**src/inc/link_addr_params.svh**
```systemverilog
// Named constants for the link addressing and slot allocation block.
// Assumes inclusion by bare name from design files under hw/.
`ifndef LINK_ADDR_PARAMS_SVH
`define LINK_ADDR_PARAMS_SVH

// ------------------------------------------------------------
// Address switch
// ------------------------------------------------------------
`define SW_AUTO 4'h0
`define SW_NOFUNC 4'hF
`define SW_RESET 4'h0

// ------------------------------------------------------------
// Link limits and process image
// ------------------------------------------------------------
`define MAX_NODES 14
`define MAX_EXT_WITH_SLAVE 13
`define IMAGE_BITS 128
`define SELF_DIAG_SLOT 4'h0
`define NO_SLOT 4'h0
// Module types that own a slot in the output and in the input area, combination aside.
`define OUT_AREA_TYPES 4'hB
`define IN_AREA_TYPES 4'h5

`endif

```
**src/inc/link_addr_pkg.sv**
```systemverilog
// Types shared by the link addressing block and its bench.
// Assumes no other package.
package link_addr_pkg;

   // Kind of a participant data word.
   typedef enum logic [1:0]
   {
      KIND_OUT = 2'h0,
      KIND_IN = 2'h1,
      KIND_DIAG = 2'h2
   } kind_e;

   // Module types, in diagnosis order; bit index into a presence mask.
   typedef enum logic [2:0]
   {
      NODE_PRESSURE_VALVE = 3'h0,
      NODE_VALVE_DRIVER = 3'h1,
      NODE_INPUT = 3'h2,
      NODE_OUTPUT = 3'h3,
      NODE_COMBI = 3'h4
   } node_e;

   typedef enum logic [1:0]
   {
      PH_CAPTURE = 2'b01,
      PH_RUN = 2'b10
   } phase_e;

endpackage

```
**src/hw/link_addr.sv**
```systemverilog
// Master-side addressing, liveness and data slot ordering for a serial field link.
// Assumes reset is the power-up event and all inputs are synchronous to clk_i.
// What this block does
// - Switch 0 auto, 1..E address, F none.
// - At most fourteen slaves per link.
// - Internal slave counts; thirteen external remain.
// - Master has no address; addresses unique.
// - Switch sampled only at power-up.
// - Manual order by switch address only.
// - Automatic: all switches zero, types unique.
// - Automatic output and input slot order fixed.
// - Automatic diagnosis starts with coupler self entry.
// - Absent types shift later types up.
// - Combination module data slot only when configured.
// - Bad addressing lights red link indicator.
// - Same baud rate everywhere.
// - Process image 128 inputs, 128 outputs.
// - Driver coils watched for open, short.
// - Lost participant flagged, others keep running.
// - Indicator off once all present again.
`timescale 1ns/1ns
`include "link_addr_params.svh"

module link_addr #(
   parameter int DATA_W = 16,
   parameter int COILS = 8
) (
   input wire logic clk_i,
   input wire logic rst_i,
   input wire logic [3:0] switch_i,
   input wire logic int_slave_i,
   input wire logic baud_low_i,
   input wire logic [13:0] ext_addr_seen_i,
   input wire logic [4:0] type_present_i,
   input wire logic combi_out_cfg_i,
   input wire logic combi_in_cfg_i,
   input wire logic [13:0] alive_i,
   input wire logic [COILS-1:0] coil_open_i,
   input wire logic [COILS-1:0] coil_short_i,
   input wire logic in_valid_i,
   output logic in_ready_o,
   input wire logic [3:0] in_src_i,
   input wire logic [1:0] in_kind_i,
   input wire logic [DATA_W-1:0] in_data_i,
   output logic out_valid_o,
   input wire logic out_ready_i,
   output logic [3:0] out_slot_o,
   output logic [1:0] out_kind_o,
   output logic [6:0] out_offset_o,
   output logic [DATA_W-1:0] out_data_o,
   output logic link_auto_o,
   output logic baud_low_o,
   output logic own_led_o,
   output logic addr_err_o,
   output logic [13:0] lost_o,
   output logic link_led_o,
   output logic fault_pulse_o,
   output logic image_ovf_o,
   output logic [COILS-1:0] coil_fault_o
);

   // ------------------------------------------------------------
   // Elaboration checks
   // ------------------------------------------------------------
   if (DATA_W < 1 || DATA_W > `IMAGE_BITS || (`IMAGE_BITS % DATA_W) != 0)
   begin : g_bad_width
      $error("DATA_W must divide the process image width");
   end
   if (COILS < 1)
   begin : g_bad_coils
      $error("COILS must be at least one");
   end

   // ------------------------------------------------------------
   // Functions
   // ------------------------------------------------------------
   // Position of a type among the present members of an area, from one.
   function automatic logic [3:0] rank(input logic [4:0] mask, input logic [2:0] idx);
      logic [3:0] n;
      n = 4'h1;
      for (int k = 0; k < 5; k++)
      begin
         if (k < int'(idx) && mask[k])
         begin
            n = n + 4'h1;
         end
      end
      return n;
   endfunction

   function automatic logic [13:0] addr_bit(input logic [3:0] a);
      return (a == `SW_AUTO || a == `SW_NOFUNC) ? 14'h0000 : 14'(14'h0001 << (a - 4'h1));
   endfunction

   // ------------------------------------------------------------
   // Power-up capture
   // ------------------------------------------------------------
   link_addr_pkg::phase_e phase_r;
   logic [3:0] sw_r;
   logic slave_r;

   // Switch, strap and baud rate are taken once after reset; later moves are ignored.
   always_ff @(posedge clk_i)
   begin
      if (rst_i)
      begin
         phase_r <= link_addr_pkg::PH_CAPTURE;
         sw_r <= `SW_RESET;
         slave_r <= 1'b0;
         baud_low_o <= 1'b0;
      end
      else
      begin
         case (phase_r)
            link_addr_pkg::PH_CAPTURE:
            begin
               sw_r <= switch_i;
               slave_r <= int_slave_i;
               baud_low_o <= baud_low_i;
               phase_r <= link_addr_pkg::PH_RUN;
            end
            link_addr_pkg::PH_RUN:
            begin
               phase_r <= link_addr_pkg::PH_RUN;
            end
            default:
            begin
               phase_r <= link_addr_pkg::PH_CAPTURE;
            end
         endcase
      end
   end

   // ------------------------------------------------------------
   // Address checking
   // ------------------------------------------------------------
   wire run_w = (phase_r == link_addr_pkg::PH_RUN);
   // The master itself holds no address; only the internal slave adds one.
   wire [13:0] own_bit_w = slave_r ? addr_bit(sw_r) : 14'h0000;
   wire [13:0] seen_w = ext_addr_seen_i | own_bit_w;
   wire own_dup_w = |(ext_addr_seen_i & own_bit_w);
   wire auto_w = slave_r ? (sw_r == `SW_AUTO) : (ext_addr_seen_i == 14'h0000);
   wire mixed_w = auto_w ? (|ext_addr_seen_i) : (slave_r && sw_r == `SW_AUTO);
   wire own_bad_w = slave_r && (sw_r == `SW_NOFUNC || (auto_w && sw_r != `SW_AUTO));
   // Contiguous from one means the set is 2^n-1.
   wire [14:0] seen_inc_w = {1'b0, seen_w} + 15'h0001;
   wire gap_w = !auto_w && ((seen_w == 14'h0000) || |({1'b0, seen_w} & seen_inc_w));
   wire addr_bad_w = own_bad_w || gap_w || mixed_w || own_dup_w;

   // ------------------------------------------------------------
   // Liveness
   // ------------------------------------------------------------
   logic [13:0] expect_r;
   wire [13:0] expect_nxt = expect_r | (alive_i & seen_w);
   // An address that has answered once and then falls silent is flagged lost; see lost_o.
   wire [13:0] lost_nxt = run_w ? (expect_nxt & ~alive_i) : 14'h0000;
   wire new_loss_w = |(lost_nxt & ~lost_o);

   always_ff @(posedge clk_i)
   begin
      if (rst_i)
      begin
         expect_r <= 14'h0000;
         lost_o <= 14'h0000;
         fault_pulse_o <= 1'b0;
         link_led_o <= 1'b0;
         addr_err_o <= 1'b0;
         own_led_o <= 1'b0;
         link_auto_o <= 1'b0;
         coil_fault_o <= '0;
      end
      else
      begin
         expect_r <= run_w ? expect_nxt : 14'h0000;
         lost_o <= lost_nxt;
         fault_pulse_o <= new_loss_w;
         link_led_o <= run_w && (|lost_nxt || addr_bad_w);
         addr_err_o <= run_w && addr_bad_w;
         own_led_o <= run_w && own_bad_w;
         link_auto_o <= run_w && auto_w;
         coil_fault_o <= coil_open_i | coil_short_i;
      end
   end

   // ------------------------------------------------------------
   // Slot mapping
   // ------------------------------------------------------------
   // Combination module joins a data area only when it has data there.
   wire [4:0] out_mask_w = type_present_i & {combi_out_cfg_i, `OUT_AREA_TYPES};
   wire [4:0] in_mask_w = type_present_i & {combi_in_cfg_i, `IN_AREA_TYPES};
   wire [2:0] typ_w = in_src_i[2:0];
   wire typ_ok_w = (in_src_i < 4'h5);
   logic [3:0] slot_w;
   always_comb
   begin
      slot_w = `NO_SLOT;
      if (!auto_w)
      begin
         slot_w = (seen_w & addr_bit(in_src_i)) != 14'h0000 ? in_src_i : `NO_SLOT;
      end
      else if (in_kind_i == link_addr_pkg::KIND_DIAG)
      begin
         if (in_src_i == `SELF_DIAG_SLOT)
         begin
            slot_w = `SELF_DIAG_SLOT;
         end
         else if (in_src_i <= 4'h5 && type_present_i[3'(in_src_i - 4'h1)])
         begin
            slot_w = rank(type_present_i, 3'(in_src_i - 4'h1));
         end
      end
      else if (typ_ok_w && in_kind_i == link_addr_pkg::KIND_OUT && out_mask_w[typ_w])
      begin
         slot_w = rank(out_mask_w, typ_w);
      end
      else if (typ_ok_w && in_kind_i == link_addr_pkg::KIND_IN && in_mask_w[typ_w])
      begin
         slot_w = rank(in_mask_w, typ_w);
      end
   end

   wire is_diag_w = (in_kind_i == link_addr_pkg::KIND_DIAG);
   wire [10:0] offs_w = 11'((slot_w - 4'h1) * DATA_W);
   wire over_w = !is_diag_w && (11'(offs_w + DATA_W) > 11'(`IMAGE_BITS));
   wire self_w = is_diag_w && auto_w && (in_src_i == `SELF_DIAG_SLOT);
   wire keep_w = run_w && in_kind_i != 2'h3 && (slot_w != `NO_SLOT || self_w) && !over_w;

   // ------------------------------------------------------------
   // Two-entry buffer: output stage plus skid stage
   // ------------------------------------------------------------
   logic skid_v_r;
   logic [3:0] skid_slot_r;
   logic [1:0] skid_kind_r;
   logic [6:0] skid_offs_r;
   logic [DATA_W-1:0] skid_data_r;
   wire take_w = in_valid_i && in_ready_o;
   wire push_w = take_w && keep_w;
   wire load_w = !out_valid_o || out_ready_i;
   wire skid_nxt = (skid_v_r && !load_w) || (!skid_v_r && !load_w && push_w);
   wire [6:0] offs7_w = is_diag_w ? 7'h00 : offs_w[6:0];

   always_ff @(posedge clk_i)
   begin
      if (rst_i)
      begin
         out_valid_o <= 1'b0;
         skid_v_r <= 1'b0;
         in_ready_o <= 1'b1;
         image_ovf_o <= 1'b0;
      end
      else
      begin
         if (load_w)
         begin
            out_valid_o <= skid_v_r || push_w;
         end
         skid_v_r <= skid_nxt;
         in_ready_o <= !skid_nxt;
         image_ovf_o <= image_ovf_o || (take_w && run_w && over_w);
      end
   end

   always_ff @(posedge clk_i)
   begin
      if (load_w)
      begin
         out_slot_o <= skid_v_r ? skid_slot_r : slot_w;
         out_kind_o <= skid_v_r ? skid_kind_r : in_kind_i;
         out_offset_o <= skid_v_r ? skid_offs_r : offs7_w;
         out_data_o <= skid_v_r ? skid_data_r : in_data_i;
      end
      if (!skid_v_r && !load_w && push_w)
      begin
         skid_slot_r <= slot_w;
         skid_kind_r <= in_kind_i;
         skid_offs_r <= offs7_w;
         skid_data_r <= in_data_i;
      end
   end
endmodule

```
**config.mk**
```make
export PLATFORM = sky130hd
export DESIGN_NAME = link_addr
export DESIGN_NICKNAME = d
export VERILOG_FILES = /design/src/inc/link_addr_pkg.sv /design/src/hw/link_addr.sv
export VERILOG_INCLUDE_DIRS = /design/src /design/src/inc
export SDC_FILE = /design/constraint.sdc
export NUM_CORES = 1
export LEC_CHECK = 0
export BUFFER_PORTS_ARGS = -buffer_cell sky130_fd_sc_hd__buf_2
export CAP_MARGIN = 20
export CORE_ASPECT_RATIO = 2
export CORE_MARGIN = 2
export CORE_UTILIZATION = 40
export DETAILED_ROUTE_END_ITERATION = 10
export PLACE_DENSITY = 0.67
export SLEW_MARGIN = 20
export SYNTH_ARGS = -nofsm -noshare
export SYNTH_HDL_FRONTEND = slang
export SYNTH_SLANG_ARGS = --single-unit
```
**constraint.sdc**
```tcl
create_clock -name clk_i -period 14.3 [get_ports clk_i]
set_clock_uncertainty 0.05 [all_clocks]
set_input_delay 1.43 -clock clk_i [delete_from_list [all_inputs] [get_ports clk_i]]
set_output_delay 1.43 -clock clk_i [all_outputs]
set_load 0.01 [all_outputs]
```
==> flow_summary_export.csv, run 1 <==
group,metric,value,unit
yosys,ys_seq_elements,103,
setup_path,path_buf_inv,5,
clocking,insertion_delay,0.35,ns
yosys,synthAdderAreaFrac,0.0428,
floorplanning,fp.dieW,86.4,um
flow_run,drv_cap,0,
setup_path,worst-path-max-fanout,25,
clocking,root_buffer,"clkbuf_16",
power_and_ir_drop,switchingPower,256,uW
setup_path,end_kind,"register",
floorplanning,dieHeight,169,um
floorplanning,io_pins,143,
power_and_ir_drop,comb_power_share,0.237,
yosys,yosysTopAreaCell,"edfxtp_1",
drt,dr.pass1.iters,8,
global_route,grt_overflow,0,
power_and_ir_drop,p_int,532,uW
clocking,htreeDepth,3,
clocking,hold_buffers,0,
global_route,globalRouteTotalUtil,0.210,
yosys,synth_common_cells,"nor2_1 (76), dfxtp_1 (53), edfxtp_1 (50)",
global_route,grt_pass1_wl,23900,um
placement,place_congestion,0.900,
clocking,cts.repair.resized,0,
placement,dp_slack,7.70,ns
power_and_ir_drop,ir_drop,86.1,uV
final_layout,syn_to_final_growth,19.8,%
yosys,synthSimpleGateAreaFrac,0.184,
yosys,netlist_instances,553,
run_status,status,"completed",
drt,viasPerCell,5.74,
sta,grt_setup_unrepaired,"no",
final_layout,nets,777,
yosys,synth_top_family_by_area,"simple AND/OR/NAND/NOR gates",
setup_path,startpoint_type,"primary input",
yosys,synth_area_leaders,"edfxtp_1 (28%), dfxtp_1 (20%), nor2_1 (5.3%)",
power_and_ir_drop,clockPowerShare,0.317,
setup_path,required,14.27,ns
sta,setup_viol,0,
power_and_ir_drop,p_per_area,121,nW/um2
placement,port-buffer-count,138,
yosys,synth-compound-area-share,0.159,
power_and_ir_drop,seq_power_share,0.446,
drt,finalWirelength,15400,um
yosys,async_flop_share,0,
global_route,grt_max_degree,33,
clocking,clk_pin_slew,0.07,ns
clocking,cts_buffers,9,
setup_path,worstPathCellList,"buf_2 -> inv_1 -> ha_1 -> xor2_2 -> o21ai_0 -> ha_1 -> or3_1 -> a21oi_1 -> nor3_1 -> inv_1 -> ha_1 -> nand2_1 -> xor2_1 -> o32a_1 -> o31a_1 -> inv_1 -> nor2_1 -> a222oi_1 -> nor2_1 -> a211o_1 -> nor3_2 -> buf_4",
floorplanning,row_count,60,
yosys,yosys-mux-area-fraction,0.0813,
yosys,yosysUniqueCellTypes,72,
yosys,ys_seq_area_frac,0.472,
sta,setup_slack,7.99,ns
setup_path,cpMaxStageDelayCell,"xor2_2",
yosys,synth_area_per_cell,9.82,um2
yosys,syn_area,5430,um2
sta,worst_slew_pin_slew,0.617,ns
floorplanning,core-area,13400,um2
final_layout,drive_gt1_frac,0.288,
drt,avgRoutedWirePerCell,18.4,um
final_layout,fillCellCount,1243,
drt,route.vias.total,4802,
sta,hold_viol_final,0,
yosys,synthFlopType,"dfxtp_1",
sta,min_period,6.31,ns
clocking,clock-sinks,103,
floorplanning,die_area,14600,um2
drt,drc_errors,0,
floorplanning,start_util,0.407,
power_and_ir_drop,power.leakage,0.00278,uW
placement,place_hpwl,12000,um
yosys,synth-xor-area-share,0.0140,
drt,drtIter0Drc,348,
setup_path,max_stage_delay,0.41,ns
final_layout,diodes,0,
sta,fin_tns_setup,0,ns
global_route,grt_pass1_vias,4858,
sta,post-route-period-util,0.441,
setup_path,critPathKind,"primary input to register",
yosys,yosys.cell_count.top_type,"nor2_1",
clocking,clockBufferDepth,2,
setup_path,crit_arrival,6.28,ns
worst_hold_path,hp-class,"register to register",
sta,max_freq,158,MHz
sta,maxSlewViolCount,0,
clocking,post-cts-setup-buffer-count,0,
yosys,yosys_warnings,0,
clocking,cts_tree,"yes",
sta,slew_headroom,0.578,
yosys,netlist.area_leader.share,0.276,
setup_path,crit_family,"compound AO/OA/AOI/OAI gates",
global_route,antenna_found_initial,0,
power_and_ir_drop,switching_share,0.325,
drt,ant_nets,0,
yosys,synth_edf_count,50,
-- cells in the final DEF (no fill, tap or decap), types with 3 or more instances in the layout --
| cell type | Yosys | final |
|---|---|---|
| buf_2 | 11 | 138 |
| nor2_1 | 76 | 76 |
| dfxtp_1 | 53 | 52 |
| edfxtp_1 | 50 | 50 |
| a21oi_1 | 33 | 33 |
| inv_1 | 26 | 26 |
| nand2b_1 | 24 | 23 |
| mux2_2 | 23 | 23 |
| nand2_1 | 21 | 21 |
| o21ai_0 | 18 | 18 |
| nand3_1 | 17 | 17 |
| ha_1 | 17 | 17 |
| mux2i_1 | 16 | 16 |
| a31oi_1 | 11 | 11 |
| nor3_1 | 10 | 9 |
| clkbuf_16 | 0 | 9 |
| a21o_1 | 7 | 7 |
| o22ai_1 | 7 | 7 |
| nor4_1 | 6 | 6 |
| and4_1 | 6 | 6 |
| nand4_1 | 6 | 6 |
| and3_1 | 6 | 6 |
| o31ai_1 | 5 | 5 |
| nor2b_1 | 5 | 5 |
| o21a_1 | 5 | 5 |
| and2_1 | 4 | 4 |
| o221ai_1 | 4 | 4 |
| xor2_1 | 4 | 4 |
| conb_1 | 1 | 4 |
| a22oi_1 | 3 | 3 |
| a222oi_1 | 3 | 3 |
| o21ai_1 | 3 | 3 |
-- registers in the layout, summed over array words and instances, names as in the netlist, 3 cells and up --
name / flops
expect_r: 14
skid_slot_r: 4
skid_data_r: 16
out_offset_o: 3
out_slot_o: 4
lost_o: 14
out_data_o: 16
coil_fault_o: 8
sw_r: 4
skid_offs_r: 3
-- tightest hold or removal path, stage by stage (launching register included) --
cell      delay, ns
dfxtp_1        0.34
nand2b_1       0.06
o31ai_1        0.05
-- cell type report --
| class | instances | area (um2) | share of cell area |
|---|---|---|---|
| Clock buffer | 9 | 225 | 0.0346 |
| Clock inverter | 7 | 81.3 | 0.0125 |
| Inverter | 28 | 105 | 0.0161 |
| Multi-Input combinational cell | 394 | 2640 | 0.405 |
| Sequential cell | 103 | 2560 | 0.394 |
| Tap cell | 155 | 194 | 0.0298 |
| Timing Repair Buffer | 140 | 706 | 0.108 |
-- routing by layer --
layer  share of wire  GRT usage  up-vias
li1                -          -     2259
met1            0.34      0.199     2276
met2            0.56      0.410      214
met3           0.051     0.0410       53
met4           0.048      0.104        0
met5               0          0        -
-- power groups by stage --
stage / registers (uW) / clock network [uW] / logic [uW]
3_5_place_dp: 358 / 0 / 184
6_report: 352 / 250 / 187
4_1_cts: 351 / 256 / 185
2_1_floorplan: 352 / 0 / 128
5_1_grt: 355 / 267 / 204
3_3_place_gp: 358 / 0 / 178
-- final timing paths --
kind,startpoint,endpoint,slack [ns],cells past startpoint
worst max-delay path,in_src_i[0],skid_data_r[14],7.99,22
worst min-delay path,image_ovf_o,image_ovf_o,0.43,2
worst max register to register,sw_r[1],skid_data_r[14],9.55,13
worst min register to register,image_ovf_o,image_ovf_o,0.43,2
-- cells by family after synthesis --
family,count (synthesis)
DFF,103
AOI/OAI and AO/OA,129
adders and majority gates,18
muxes,40
buffers and inverters,59
other,1
and+or+nand+nor,196
xor gates and xnor gates,7
-- metrics by stage --
step                std cells  hold WS (ns)  instance area, um2  total power, uW   util
floorplan                 556         0.388                5440              480      -
global placement          820         0.400                6200              536  0.464
detailed placement        820         0.413                6200              543  0.464
CTS                       836         0.432                6510              793  0.487
global route              836         0.452                6510              826  0.487
finish                    836         0.426                6510              788  0.487
(Power assumes the default switching activity.)
==> run 2, diff against run 1 <==
--- a/config.mk
+++ b/config.mk
@@ -12,7 +12,7 @@
 export CORE_MARGIN = 2
 export CORE_UTILIZATION = 40
 export DETAILED_ROUTE_END_ITERATION = 10
-export PLACE_DENSITY = 0.67
+export PLACE_DENSITY = 0.7
 export SLEW_MARGIN = 20
 export SYNTH_ARGS = -nofsm -noshare
 export SYNTH_HDL_FRONTEND = slang
==> constraint.sdc (replaced) <==
create_clock -name clk_i -period 5.5 [get_ports clk_i]
set_clock_uncertainty 0.05 [all_clocks]
set_input_delay 0.55 -clock clk_i [delete_from_list [all_inputs] [get_ports clk_i]]
set_output_delay 0.55 -clock clk_i [all_outputs]
set_load 0.01 [all_outputs]
==> flow_summary_export.csv, run 2 (synthesized netlist as in run 1, its figures left out) <==
group,metric,value,unit
sta,grt_setup_unrepaired,"no",
setup_path,r2r_slack,1.02,ns
drt,viasPerCell,5.74,
clocking,cts_buffers,9,
floorplanning,row_count,60,
final_layout,final_common_cell,"buf_2",
setup_path,r2r_start,"sw_r[2]",
worst_hold_path,hold_start,"in_data_i[8]",
power_and_ir_drop,power.leakage,0.00280,uW
final_layout,layout_common_cells,"buf_2 (138), nor2_1 (76), dfxtp_1 (53)",
final_layout,drive_gt1_frac,0.291,
global_route,antenna_found_initial,0,
global_route,grt_pass1_vias,5020,
placement,place_congestion,0.918,
placement,port-buffer-count,138,
power_and_ir_drop,p_per_area,313,nW/um2
global_route,grt_overflow,0,
floorplanning,core-area,13400,um2
global_route,grt_pass1_wl,24100,um
setup_path,startpoint_type,"primary input",
setup_path,crit_arrival,4.89,ns
power_and_ir_drop,total_power,2050,uW
drt,ant_nets,0,
final_layout,syn_to_final_growth,20.7,%
placement,dp_slack,0.292,ns
setup_path,worstPathCellList,"buf_2 -> inv_1 -> ha_1 -> xor2_2 -> o21ai_0 -> ha_1 -> or3_1 -> a21oi_1 -> nor3_1 -> inv_1 -> ha_1 -> nand2_1 -> xor2_1 -> o32a_1 -> o31a_1 -> inv_1 -> nor2_1 -> a222oi_1 -> nor2_1 -> a211o_1 -> nor3_4 -> buf_12",
clocking,clock-sinks,103,
drt,avgRoutedWirePerCell,18.3,um
sta,setup_slack,0.610,ns
floorplanning,die_area,14600,um2
floorplanning,fp.dieW,86.4,um
sta,maxSlewViolCount,0,
clocking,clockBufferDepth,2,
clocking,htreeDepth,3,
setup_path,worst-path-max-fanout,25,
final_layout,reg.largest.list,"out_data_o x16, skid_data_r x16",
clocking,cts.repair.resized,0,
run_status,status,"completed",
global_route,globalRouteTotalUtil,0.212,
power_and_ir_drop,ir_drop,161,uV
clocking,cts_tree,"yes",
clocking,insertion_delay,0.35,ns
drt,drc_errors,0,
final_layout,nets,781,
drt,route.vias.total,4824,
setup_path,max_stage_delay,0.40,ns
sta,hold_viol_final,0,
sta,fin_tns_setup,0,ns
setup_path,cpMaxStageDelayCell,"or3_1",
drt,dr.pass1.iters,5,
drt,finalWirelength,15300,um
sta,hold_slack,0.340,ns
floorplanning,io_pins,143,
sta,min_period,4.89,ns
sta,setup_viol,0,
floorplanning,dieHeight,169,um
sta,max_freq,205,MHz
floorplanning,start_util,0.407,
global_route,grt_max_degree,33,
sta,post-route-period-util,0.889,
flow_run,drv_cap,0,
sta,worst_slew_pin_slew,0.643,ns
clocking,hold_buffers,0,
placement,place_hpwl,12000,um
clocking,clk_pin_slew,0.07,ns
sta,slew_headroom,0.571,
setup_path,critPathKind,"primary input to register",
clocking,post-cts-setup-buffer-count,0,
setup_path,required,5.50,ns
worst_hold_path,hp-class,"primary input to register",
drt,drtIter0Drc,408,
setup_path,end_kind,"register",
clocking,root_buffer,"clkbuf_16",
setup_path,critPathLaunch,"in_src_i[1]",
final_layout,diodes,0,
## run 2: changes by cell type in the layout (fill, tap and decap cells not counted)
cell	delta
dfxtp_2	-1
dfxtp_1	+1
buf_12	+1
buf_4	+3
nor3_4	+1
nor3_2	-1
## run 2: path summary, 6_finish.rpt
| kind | to | cells after the start |
|---|---|---|
| worst max-delay path | skid_data_r[1] | 22 |
| worst min-delay path | skid_data_r[8] | 1 |
| worst max register to register | skid_data_r[1] | 14 |
| worst min register to register | expect_r[8] | 2 |
## run 2: routing by layer
layer / vias to the layer above / share of wire / track usage
met4: 0 / 0.064 / 0.146
li1: 2264 / - / -
met2: 249 / 0.55 / 0.406
met3: 70 / 0.051 / 0.0336
met5: - / 0 / 0
met1: 2241 / 0.34 / 0.193
## run 2: layout make-up
class / instances / area, um2
repair buffers: 144 / 748
fillers: 1273 / 6810
well taps: 155 / 194
clock buffers: 9 / 225
flip-flops and latches: 103 / 2560
clock inverters: 7 / 81.3
multi-input cells: 394 / 2640
inverters: 28 / 105
## run 2: critical path, delay by kind of cell
family	cells	cell delay, ns
XOR/XNOR	2	0.37
adder cells (fa/ha/maj)	3	0.82
buffers and inverters	5	0.82
AND/OR/NAND/NOR	6	0.89
AO/OA/AOI/OAI	6	1.43
## run 2: per-stage QoR
stage | utilization | std cells | area (um2)
detailed placement | 0.468 | 824 | 6250
CTS | 0.491 | 840 | 6560
global route | 0.491 | 840 | 6560
finish | 0.491 | 840 | 6560
floorplan | - | 556 | 5460
global placement | 0.468 | 824 | 6250
## run 2: power breakdown
part           switching (uW)  internal [uW]  leakage [uW]
registers                54.2            859      0.000926
clock network             317            328      0.000150
logic                     292            200       0.00172
total                     664           1390       0.00280
